==> src/rtl/dio_regs.svh <==
// Purpose: register indices, field positions and reset values of the dual i/o port
// Assumes: 32-bit classic wishbone, byte address = 4 * index
// Notes: definitions only
`ifndef DIO_REGS_SVH
`define DIO_REGS_SVH

// ----------------------------------------------------------------
// register indices
// ----------------------------------------------------------------
`define DIO_IDX_LATCH_A 8'hC0
`define DIO_IDX_LATCH_B 8'hC1
`define DIO_IDX_DIR_A 8'hC4
`define DIO_IDX_DIR_B 8'hC5
`define DIO_IDX_OPT_A 8'hCC
`define DIO_IDX_OPT_B 8'hCD
`define DIO_IDX_IRQ_OPT 8'hD0
`define DIO_IDX_TRIG 8'hD1
`define DIO_IDX_STAT 8'hD2
`define DIO_IDX_MASK 8'hD3

// ----------------------------------------------------------------
// fields and reset values
// ----------------------------------------------------------------
`define DIO_GEN_BIT 0
`define DIO_TRIG_W 2
`define DIO_RST_PORT 8'h00
`define DIO_RST_TRIG 8'h00
`define DIO_RST_PIN 8'hFF
`define DIO_ANA_CAP_A 8'hFF
`define DIO_ANA_CAP_B 8'hFF
`define DIO_ADR_HI_ZERO 2'h0

`endif

==> src/rtl/dio_pkg.sv <==
// Purpose: types shared by the dual i/o port
// Assumes: nothing
// Notes: constants live in dio_regs.svh
package dio_pkg;

  // ----------------------------------------------------------------
  // types
  // ----------------------------------------------------------------
  typedef enum logic [1:0] {
    DIO_TRIG_FALL,
    DIO_TRIG_RISE,
    DIO_TRIG_LOW
  } dio_trig_t;

  typedef struct packed {
    logic [7:0] pad_out;
    logic [7:0] pad_oe_b;
    logic [7:0] pull_up;
    logic [7:0] analog_sel;
  } dio_pad_t;

endpackage : dio_pkg

==> src/rtl/dio_sync.sv <==
// Purpose: three-flop input synchroniser with agreement filter
// Assumes: async_i from a pin
// Notes: output changes once second and third stage agree
`timescale 1ns/1ns
`default_nettype none

module dio_sync #(
  parameter int WIDTH = 8
) (
  input wire logic clock_i,
  input wire logic rst_b_i,
  input wire logic [WIDTH-1:0] async_i,
  output logic [WIDTH-1:0] sync_o
);

  logic [WIDTH-1:0] s1_r;
  logic [WIDTH-1:0] s2_r;
  logic [WIDTH-1:0] s3_r;
  logic [WIDTH-1:0] out_r;

  // reset to high: pins come up pulled up, so no false falling edge
  always_ff @(posedge clock_i or negedge rst_b_i) begin
    if (!rst_b_i) begin
      s1_r <= '1;
      s2_r <= '1;
      s3_r <= '1;
    end else begin
      s1_r <= async_i;
      s2_r <= s1_r;
      s3_r <= s2_r;
    end
  end

  always_ff @(posedge clock_i or negedge rst_b_i) begin
    if (!rst_b_i) begin
      out_r <= '1;
    end else begin
      out_r <= (s2_r & s3_r) | (out_r & (s2_r ^ s3_r));
    end
  end

  assign sync_o = out_r;

endmodule : dio_sync
`default_nettype wire

==> src/rtl/dio_port.sv <==
// Purpose: two 8-bit general purpose i/o ports behind classic wishbone
// Assumes: 10 MHz clock_i, asynchronous active-low rst_b_i
// Notes: pads are split into value, enable (low drives), pull-up and analog select
`timescale 1ns/1ns
`default_nettype none
`include "dio_regs.svh"

// Notes on behaviour
// - ports a and b each have a data latch, direction and option register, bit x for pin x.
// - all port registers clear to zero at reset, giving input with pull-up and no interrupt.
// - reading a data register gives the latch for output pins, the pin level for digital inputs and 0 for analog pins.
// - writing a data register always updates the latch, changing an input pin's sub-mode.
// - direction bits are read/write, 0 meaning input and 1 meaning output.
// - in output mode option 0 is open-drain with the high side off and 1 is push-pull.
// - for input pins the option bit also selects the input sub-mode.
// - a pin raises an interrupt only in input-with-interrupt mode with the global gate set.
// - wait leaves port state alone and a qualified pin interrupt wakes the device.
// - stop leaves port state alone and a qualified pin interrupt wakes the device.
// - an analog-capable input pin with option 1 and data 1 goes to the converter.
// - input modes by option and data: 00 pull-up, 01 plain, 10 pull-up with irq, 11 analog.
// - each port selects falling edge, rising edge or low level as its trigger.
module dio_port (
  input wire logic clock_i,
  input wire logic rst_b_i,
  input wire logic wb_cyc_i,
  input wire logic wb_stb_i,
  input wire logic wb_we_i,
  input wire logic [11:0] wb_adr_i,
  input wire logic [3:0] wb_sel_i,
  input wire logic [31:0] wb_dat_i,
  output logic [31:0] wb_dat_o,
  output logic wb_ack_o,
  input wire logic [7:0] pin_a_i,
  input wire logic [7:0] pin_b_i,
  output dio_pkg::dio_pad_t pad_a_o,
  output dio_pkg::dio_pad_t pad_b_o,
  output logic [1:0] ext_irq_o,
  output logic irq_o,
  output logic wake_o
);

  // ----------------------------------------------------------------
  // storage
  // ----------------------------------------------------------------
  logic [7:0] latch_r [2];
  logic [7:0] dir_r [2];
  logic [7:0] opt_r [2];
  logic [7:0] irq_opt_r;
  logic [7:0] trig_r;
  logic [1:0] stat_r;
  logic [1:0] stat_nxt;
  logic [1:0] mask_r;
  logic ack_r;
  logic [31:0] rdat_r;

  logic [7:0] pin_raw [2];
  logic [7:0] pin_s [2];
  logic [7:0] prev_r [2];
  logic [7:0] din [2];
  logic [1:0] port_evt;
  dio_pkg::dio_pad_t pad [2];

  // ----------------------------------------------------------------
  // bus decode
  // ----------------------------------------------------------------
  logic req;
  logic wr_fire;
  logic [7:0] idx;
  logic mapped;
  logic [7:0] rd_val;
  logic [7:0] wdat;

  assign req = wb_cyc_i & wb_stb_i;
  assign idx = wb_adr_i[9:2];
  // write lands on the edge where the master sees ack
  assign wr_fire = req & wb_we_i & ack_r & wb_sel_i[0];
  assign wdat = wb_dat_i[7:0];

  always_ff @(posedge clock_i or negedge rst_b_i) begin
    if (!rst_b_i) begin
      ack_r <= 1'b0;
    end else begin
      ack_r <= req & ~ack_r;
    end
  end

  // ----------------------------------------------------------------
  // read mux
  // ----------------------------------------------------------------
  always_comb begin
    mapped = 1'b1;
    rd_val = 8'h00;
    if (wb_adr_i[11:10] != `DIO_ADR_HI_ZERO) begin
      mapped = 1'b0;
    end else if (idx == `DIO_IDX_LATCH_A) begin
      rd_val = din[0];
    end else if (idx == `DIO_IDX_LATCH_B) begin
      rd_val = din[1];
    end else if (idx == `DIO_IDX_DIR_A) begin
      rd_val = dir_r[0];
    end else if (idx == `DIO_IDX_DIR_B) begin
      rd_val = dir_r[1];
    end else if (idx == `DIO_IDX_OPT_A) begin
      rd_val = opt_r[0];
    end else if (idx == `DIO_IDX_OPT_B) begin
      rd_val = opt_r[1];
    end else if (idx == `DIO_IDX_IRQ_OPT) begin
      rd_val = irq_opt_r;
    end else if (idx == `DIO_IDX_TRIG) begin
      rd_val = trig_r;
    end else if (idx == `DIO_IDX_STAT) begin
      rd_val = {6'h00, stat_r};
    end else if (idx == `DIO_IDX_MASK) begin
      rd_val = {6'h00, mask_r};
    end else begin
      mapped = 1'b0;
    end
  end

  // ----------------------------------------------------------------
  // read data
  // ----------------------------------------------------------------
  // unmapped reads answer zero; data captured as ack is raised
  always_ff @(posedge clock_i or negedge rst_b_i) begin
    if (!rst_b_i) begin
      rdat_r <= 32'h0000_0000;
    end else if (req & ~ack_r) begin
      rdat_r <= mapped ? {24'h00_0000, rd_val} : 32'h0000_0000;
    end
  end

  assign wb_ack_o = ack_r;
  assign wb_dat_o = rdat_r;

  // ----------------------------------------------------------------
  // port registers
  // ----------------------------------------------------------------
  always_ff @(posedge clock_i or negedge rst_b_i) begin
    if (!rst_b_i) begin
      latch_r[0] <= `DIO_RST_PORT;
      latch_r[1] <= `DIO_RST_PORT;
    end else if (wr_fire && idx == `DIO_IDX_LATCH_A) begin
      latch_r[0] <= wdat;
    end else if (wr_fire && idx == `DIO_IDX_LATCH_B) begin
      latch_r[1] <= wdat;
    end
  end

  always_ff @(posedge clock_i or negedge rst_b_i) begin
    if (!rst_b_i) begin
      dir_r[0] <= `DIO_RST_PORT;
      dir_r[1] <= `DIO_RST_PORT;
    end else if (wr_fire && idx == `DIO_IDX_DIR_A) begin
      dir_r[0] <= wdat;
    end else if (wr_fire && idx == `DIO_IDX_DIR_B) begin
      dir_r[1] <= wdat;
    end
  end

  always_ff @(posedge clock_i or negedge rst_b_i) begin
    if (!rst_b_i) begin
      opt_r[0] <= `DIO_RST_PORT;
      opt_r[1] <= `DIO_RST_PORT;
    end else if (wr_fire && idx == `DIO_IDX_OPT_A) begin
      opt_r[0] <= wdat;
    end else if (wr_fire && idx == `DIO_IDX_OPT_B) begin
      opt_r[1] <= wdat;
    end
  end

  // ----------------------------------------------------------------
  // interrupt control
  // ----------------------------------------------------------------
  always_ff @(posedge clock_i or negedge rst_b_i) begin
    if (!rst_b_i) begin
      irq_opt_r <= `DIO_RST_PORT;
    end else if (wr_fire && idx == `DIO_IDX_IRQ_OPT) begin
      irq_opt_r <= wdat;
    end
  end

  always_ff @(posedge clock_i or negedge rst_b_i) begin
    if (!rst_b_i) begin
      trig_r <= `DIO_RST_TRIG;
    end else if (wr_fire && idx == `DIO_IDX_TRIG) begin
      trig_r <= wdat;
    end
  end

  always_ff @(posedge clock_i or negedge rst_b_i) begin
    if (!rst_b_i) begin
      mask_r <= 2'h0;
    end else if (wr_fire && idx == `DIO_IDX_MASK) begin
      mask_r <= wdat[1:0];
    end
  end

  // ----------------------------------------------------------------
  // status
  // ----------------------------------------------------------------
  // new events win over a write-one clear in the same cycle
  always_comb begin
    stat_nxt = stat_r;
    if (wr_fire && idx == `DIO_IDX_STAT) begin
      stat_nxt = stat_r & ~wdat[1:0];
    end
    stat_nxt = stat_nxt | port_evt;
  end

  always_ff @(posedge clock_i or negedge rst_b_i) begin
    if (!rst_b_i) begin
      stat_r <= 2'h0;
    end else begin
      stat_r <= stat_nxt;
    end
  end

  // ----------------------------------------------------------------
  // interrupt outputs
  // ----------------------------------------------------------------
  assign irq_o = |(stat_r & mask_r);
  // wake is combinational from flops: usable while the core sleeps
  assign wake_o = irq_o;

  // ----------------------------------------------------------------
  // per-port pin logic
  // ----------------------------------------------------------------
  assign pin_raw[0] = pin_a_i;
  assign pin_raw[1] = pin_b_i;

  for (genvar p = 0; p < 2; p++) begin : g_port
    logic [7:0] in_mode;
    logic [7:0] qual;
    logic [7:0] ana;
    logic [7:0] cap;
    logic [7:0] hit;
    logic [7:0] drive;

    // ----------------------------------------------------------------
    // mode decode
    // ----------------------------------------------------------------
    assign cap = (p == 0) ? `DIO_ANA_CAP_A : `DIO_ANA_CAP_B;
    assign in_mode = ~dir_r[p];
    // option 1, data 0 on an input: interrupt mode
    assign qual = in_mode & opt_r[p] & ~latch_r[p];
    assign ana = in_mode & opt_r[p] & latch_r[p] & cap;

    // ----------------------------------------------------------------
    // synchroniser
    // ----------------------------------------------------------------
    dio_sync #(
      .WIDTH(8)
    ) u_sync (
      .clock_i(clock_i),
      .rst_b_i(rst_b_i),
      .async_i(pin_raw[p]),
      .sync_o(pin_s[p])
    );

    // ----------------------------------------------------------------
    // edge history
    // ----------------------------------------------------------------
    always_ff @(posedge clock_i or negedge rst_b_i) begin
      if (!rst_b_i) begin
        prev_r[p] <= `DIO_RST_PIN;
      end else begin
        prev_r[p] <= pin_s[p];
      end
    end

    // an analog pin has its digital path cut, so it reads low
    assign din[p] = (dir_r[p] & latch_r[p]) | (in_mode & pin_s[p] & ~ana);

    // ----------------------------------------------------------------
    // event detect
    // ----------------------------------------------------------------
    // reserved trigger code 11 behaves as falling edge
    always_comb begin
      case (dio_pkg::dio_trig_t'(trig_r[p*`DIO_TRIG_W +: `DIO_TRIG_W]))
        dio_pkg::DIO_TRIG_RISE: hit = pin_s[p] & ~prev_r[p];
        dio_pkg::DIO_TRIG_LOW: hit = ~pin_s[p];
        default: hit = prev_r[p] & ~pin_s[p];
      endcase
    end

    assign port_evt[p] = irq_opt_r[`DIO_GEN_BIT] & |(qual & hit);
    assign ext_irq_o[p] = stat_r[p];

    // ----------------------------------------------------------------
    // pad control
    // ----------------------------------------------------------------
    // open-drain drives only a low; push-pull drives both levels
    assign drive = dir_r[p] & (opt_r[p] | ~latch_r[p]);
    assign pad[p].pad_out = latch_r[p] & dir_r[p];
    assign pad[p].pad_oe_b = ~drive;
    assign pad[p].pull_up = in_mode & ~latch_r[p];
    assign pad[p].analog_sel = ana;
  end

  // ----------------------------------------------------------------
  // outputs
  // ----------------------------------------------------------------
  assign pad_a_o = pad[0];
  assign pad_b_o = pad[1];

endmodule : dio_port
`default_nettype wire

==> config.mk <==
export PLATFORM = sky130hd
export DESIGN_NAME = dio_port
export DESIGN_NICKNAME = d
export VERILOG_FILES = /design/src/rtl/dio_pkg.sv /design/src/rtl/dio_sync.sv /design/src/rtl/dio_port.sv
export VERILOG_INCLUDE_DIRS = /design/src /design/src/rtl
export SDC_FILE = /design/constraint.sdc
export NUM_CORES = 1
export LEC_CHECK = 0
export BUFFER_PORTS_ARGS = -buffer_cell sky130_fd_sc_hd__buf_2
export CAP_MARGIN = 10
export CORE_ASPECT_RATIO = 1.75
export CORE_MARGIN = 2
export CORE_UTILIZATION = 54
export CTS_BUF_LIST = sky130_fd_sc_hd__clkbuf_4 sky130_fd_sc_hd__clkbuf_8 sky130_fd_sc_hd__clkbuf_16
export CTS_CLUSTER_DIAMETER = 120
export DETAILED_ROUTE_END_ITERATION = 6
export PLACE_DENSITY = 0.8
export SYNTH_ARGS = -nofsm -noshare
export SYNTH_HDL_FRONTEND = slang
export SYNTH_HIERARCHICAL = 1
export SYNTH_SLANG_ARGS = --single-unit
==> constraint.sdc <==
create_clock -name clock_i -period 2.1 [get_ports clock_i]
set_input_delay 0.105 -clock clock_i [delete_from_list [all_inputs] [get_ports clock_i]]
set_output_delay 0.105 -clock clock_i [all_outputs]
set_load 0.03 [all_outputs]
==> results_dict.tcl <==
set metrics [dict create \
    core-area_um2 13800 \
    io_pins 170 \
    async_reset_ff_share_pct 100 \
    grt_overflow 0 \
    fillers 1007 \
    fp-row-count 57 \
    min_period_ps 2170 \
    criticalPathCategory "reg -> reg" \
    synth_seq_cells 157 \
    die-area_um2 14900 \
    area_growth_pct 25.3 \
    yosys_most_used_dff "dfstp_2" \
    r2r_start "trig_r[1]" \
    power_density_nw_per_um2 744 \
    tightest_slew_ps 789 \
    final_common_cell "buf_2" \
    path_clk_slew_ps 70 \
    worstSetupStartpointType "flip-flop" \
    failed_checks "negative setup slack" \
    ys_seq_area_share_pct 53.6 \
    final.setup_skew_ps 13.8 \
    grt_pass1_wl_mm 33.1 \
    wl_mm 21.6 \
    drtPass1Iterations 5 \
    syn_area_um2 7520 \
    htreeDepth 4 \
    regArea_um2 4030 \
    synth_cell_type_count 63 \
    num_vias 6129 \
    leakage_nw 4.47 \
    cap_violations 0 \
    yosys-top-cells-area "dfstp_2 28%, dfrtp_1 26%, mux2_2 9.9%, ha_1 3.3%, o21ai_0 2.6%" \
    rr_worst_depth 7 \
    postSynthAreaPerCell_um2 11.3 \
    viasPerCell 5.88 \
    root_buffer "clkbuf_16" \
    cp_data_required_time_ps 2390 \
    drc 0 \
    grt_max_degree 71 \
    cts_buffers 17 \
    cts.sinks 157 \
    power.total_w 0.00701 \
    min_path_type "in -> reg" \
    synth.largest_area_cell "dfstp_2" \
    fmax_mhz 461 \
    slew_headroom_pct 47.1 \
    drive_above_1_share_pct 41.5 \
    ir_worst_vdd_v 0.000529 \
    clockBufferDepth 2 \
    multi_input_area_um2 3170 \
    antenna_found_initial 0 \
    final_antenna_net_count 0 \
    hold_viol 0 \
    r2r-end "ext_irq_o[0]" \
    cts_tree "done" \
    grt_pass1_vias 6137 \
    slew_violations 0 \
    postLayoutCoreUtil_pct 68.4 \
    yosysWarnings 6 \
    die_w_um 93.2 \
    portBuffers 116 \
    start_util_pct 54.6 \
    gp_congestion 0.950 \
    n_antenna_cell 0 \
    holdWs_ps 67.4 \
    insertion_delay_ps 430 \
    wl_per_cell_um 20.7 \
    dp.final_hpwl_mm 15.7 \
    grt_usage_pct 29.4 \
    cp-end-kind "flip-flop" \
    cp_max_fo 8 \
    critPathArrivalTime_ps 2460 \
    die_h_um 160 \
    post-route-period-util_pct 103 \
    final_cell_mix "115 x buf_2, 80 x dfstp_2, 77 x dfrtp_1" \
    fin_ws_ps -67.3 \
    synth_edf_count 0 \
    setup_viol_count_final 1 \
    crit_start "trig_r[1]" \
    finish.net_count 941 \
    crit_path_end "ext_irq_o[0]" \
    synthCells 668 \
    drt-initial-drc-count 451 \
    rrSetupSlack_ps -70 \
    status "finished, violations left" \
    synth.top_cell.area_share_pct 28.0 \
]
[Yosys cell counts (all sizes together) (5+ instances only)]
cell type and instances:
dfstp 80, dfrtp 77, mux2 66, nand2 49
nor2 46, inv 44, o21ai 40, buf 34
ha 20, a21o 16, a31oi 16, nand3 13
nor3b 12, a21oi 11, clkbuf 10, nand3b 10
and3 9, nor4b 9, and2 8, mux2i 8
nor3 8, a22oi 6, a32oi 6, a22o 5
nor2b 5
[logic make-up (layout without fill, tap and decap cells)]
logic type / Yosys count / count (layout) / share of synthesized area (%)
and+or+nand+nor: 191 / 191 / 13.9
DFF: 157 / 157 / 53.6
AOI/OAI and AO/OA: 135 / 135 / 12.1
buffers and inverters: 89 / 263 / 5.83
muxes: 75 / 75 / 11.3
adders and majority gates: 20 / 20 / 3.33
other: 1 / 24 / 0.0499
[per-layer routing]
metal | routed length (µm) | track usage, % | up-vias
li1 | - | - | 2734
met1 | 8240 | 34.3 | 3087
met2 | 11400 | 52.1 | 253
met3 | 1020 | 4.01 | 55
met4 | 908 | 14.8 | 0
met5 | 0 | 0 | -
[stage by stage]
stage | instance area, µm² | instances | worst slack [ps] | setup TNS, ps
finish | 9420 | 1042 | -67.3 | -67.3
global route | 9420 | 1042 | -60.5 | -60.5
CTS | 9390 | 1042 | 7.56 | 0
detailed placement | 8600 | 993 | -7.74 | -7.74
global placement | 8600 | 993 | 14.0 | 0
floorplan | 7600 | 691 | 202 | 0
[worst min-delay path by stage]
| stage | end | slack, ps | cells past startpoint | start |
|---|---|---|---|---|
| 5_1_grt | latch_r[3] | 60 | 2 | wb_dat_i[3] |
| 4_1_cts | latch_r[3] | 50 | 2 | wb_dat_i[3] |
| 2_1_floorplan | dir_r[0] | -190 | 0 | rst_b_i |
| 3_3_place_gp | latch_r[8] | 160 | 1 | rst_b_i |
| 6_report | latch_r[3] | 70 | 2 | wb_dat_i[3] |
| 3_5_place_dp | latch_r[8] | 170 | 1 | rst_b_i |
[what timing repair did]
action / CTS / global route
setup buffers: 0 / 0
setup endpoints to repair: 1 / 2
pin swaps: 1 / 2
resized for setup: 1 / 4
hold buffers: 17 / 0
hold endpoints to repair: 60 / 0
[critical path: stages, from the launching register on]
cell      delay (ps)
dfrtp_1          470
inv_1             90
ha_1             300
and3_1           210
o311ai_0         380
nand4_1          230
o41ai_2          270
nand2_1           90
[cell type report]
class,count,area share (%)
Sequential cell,157,42.8
Multi-Input combinational cell,445,33.6
Timing Repair Buffer,186,12.9
Clock buffer,18,4.60
Tap cell,177,2.35
Clock inverter,14,1.90
Inverter,45,1.79
[registers in the layout (all words and copies together) (netlist names)]
register,cells
latch_r,16
prev_r,16
g_port.u_sync/s1_r,16
irq_opt_r,8
wb_ack_o,1
g_port.u_sync/sync_o,16
opt_r,16
g_port.u_sync/s2_r,16
ext_irq_o,2
wb_dat_o,8
g_port.u_sync/s3_r,16
dir_r,16
mask_r,2
trig_r,8
[power by group]
group          internal (W)  switching [W]
clock network       0.00182        0.00138
registers           0.00324      0.0000916
logic              0.000174       0.000310
No activity file was read; power rests on OpenSTA's default activity.
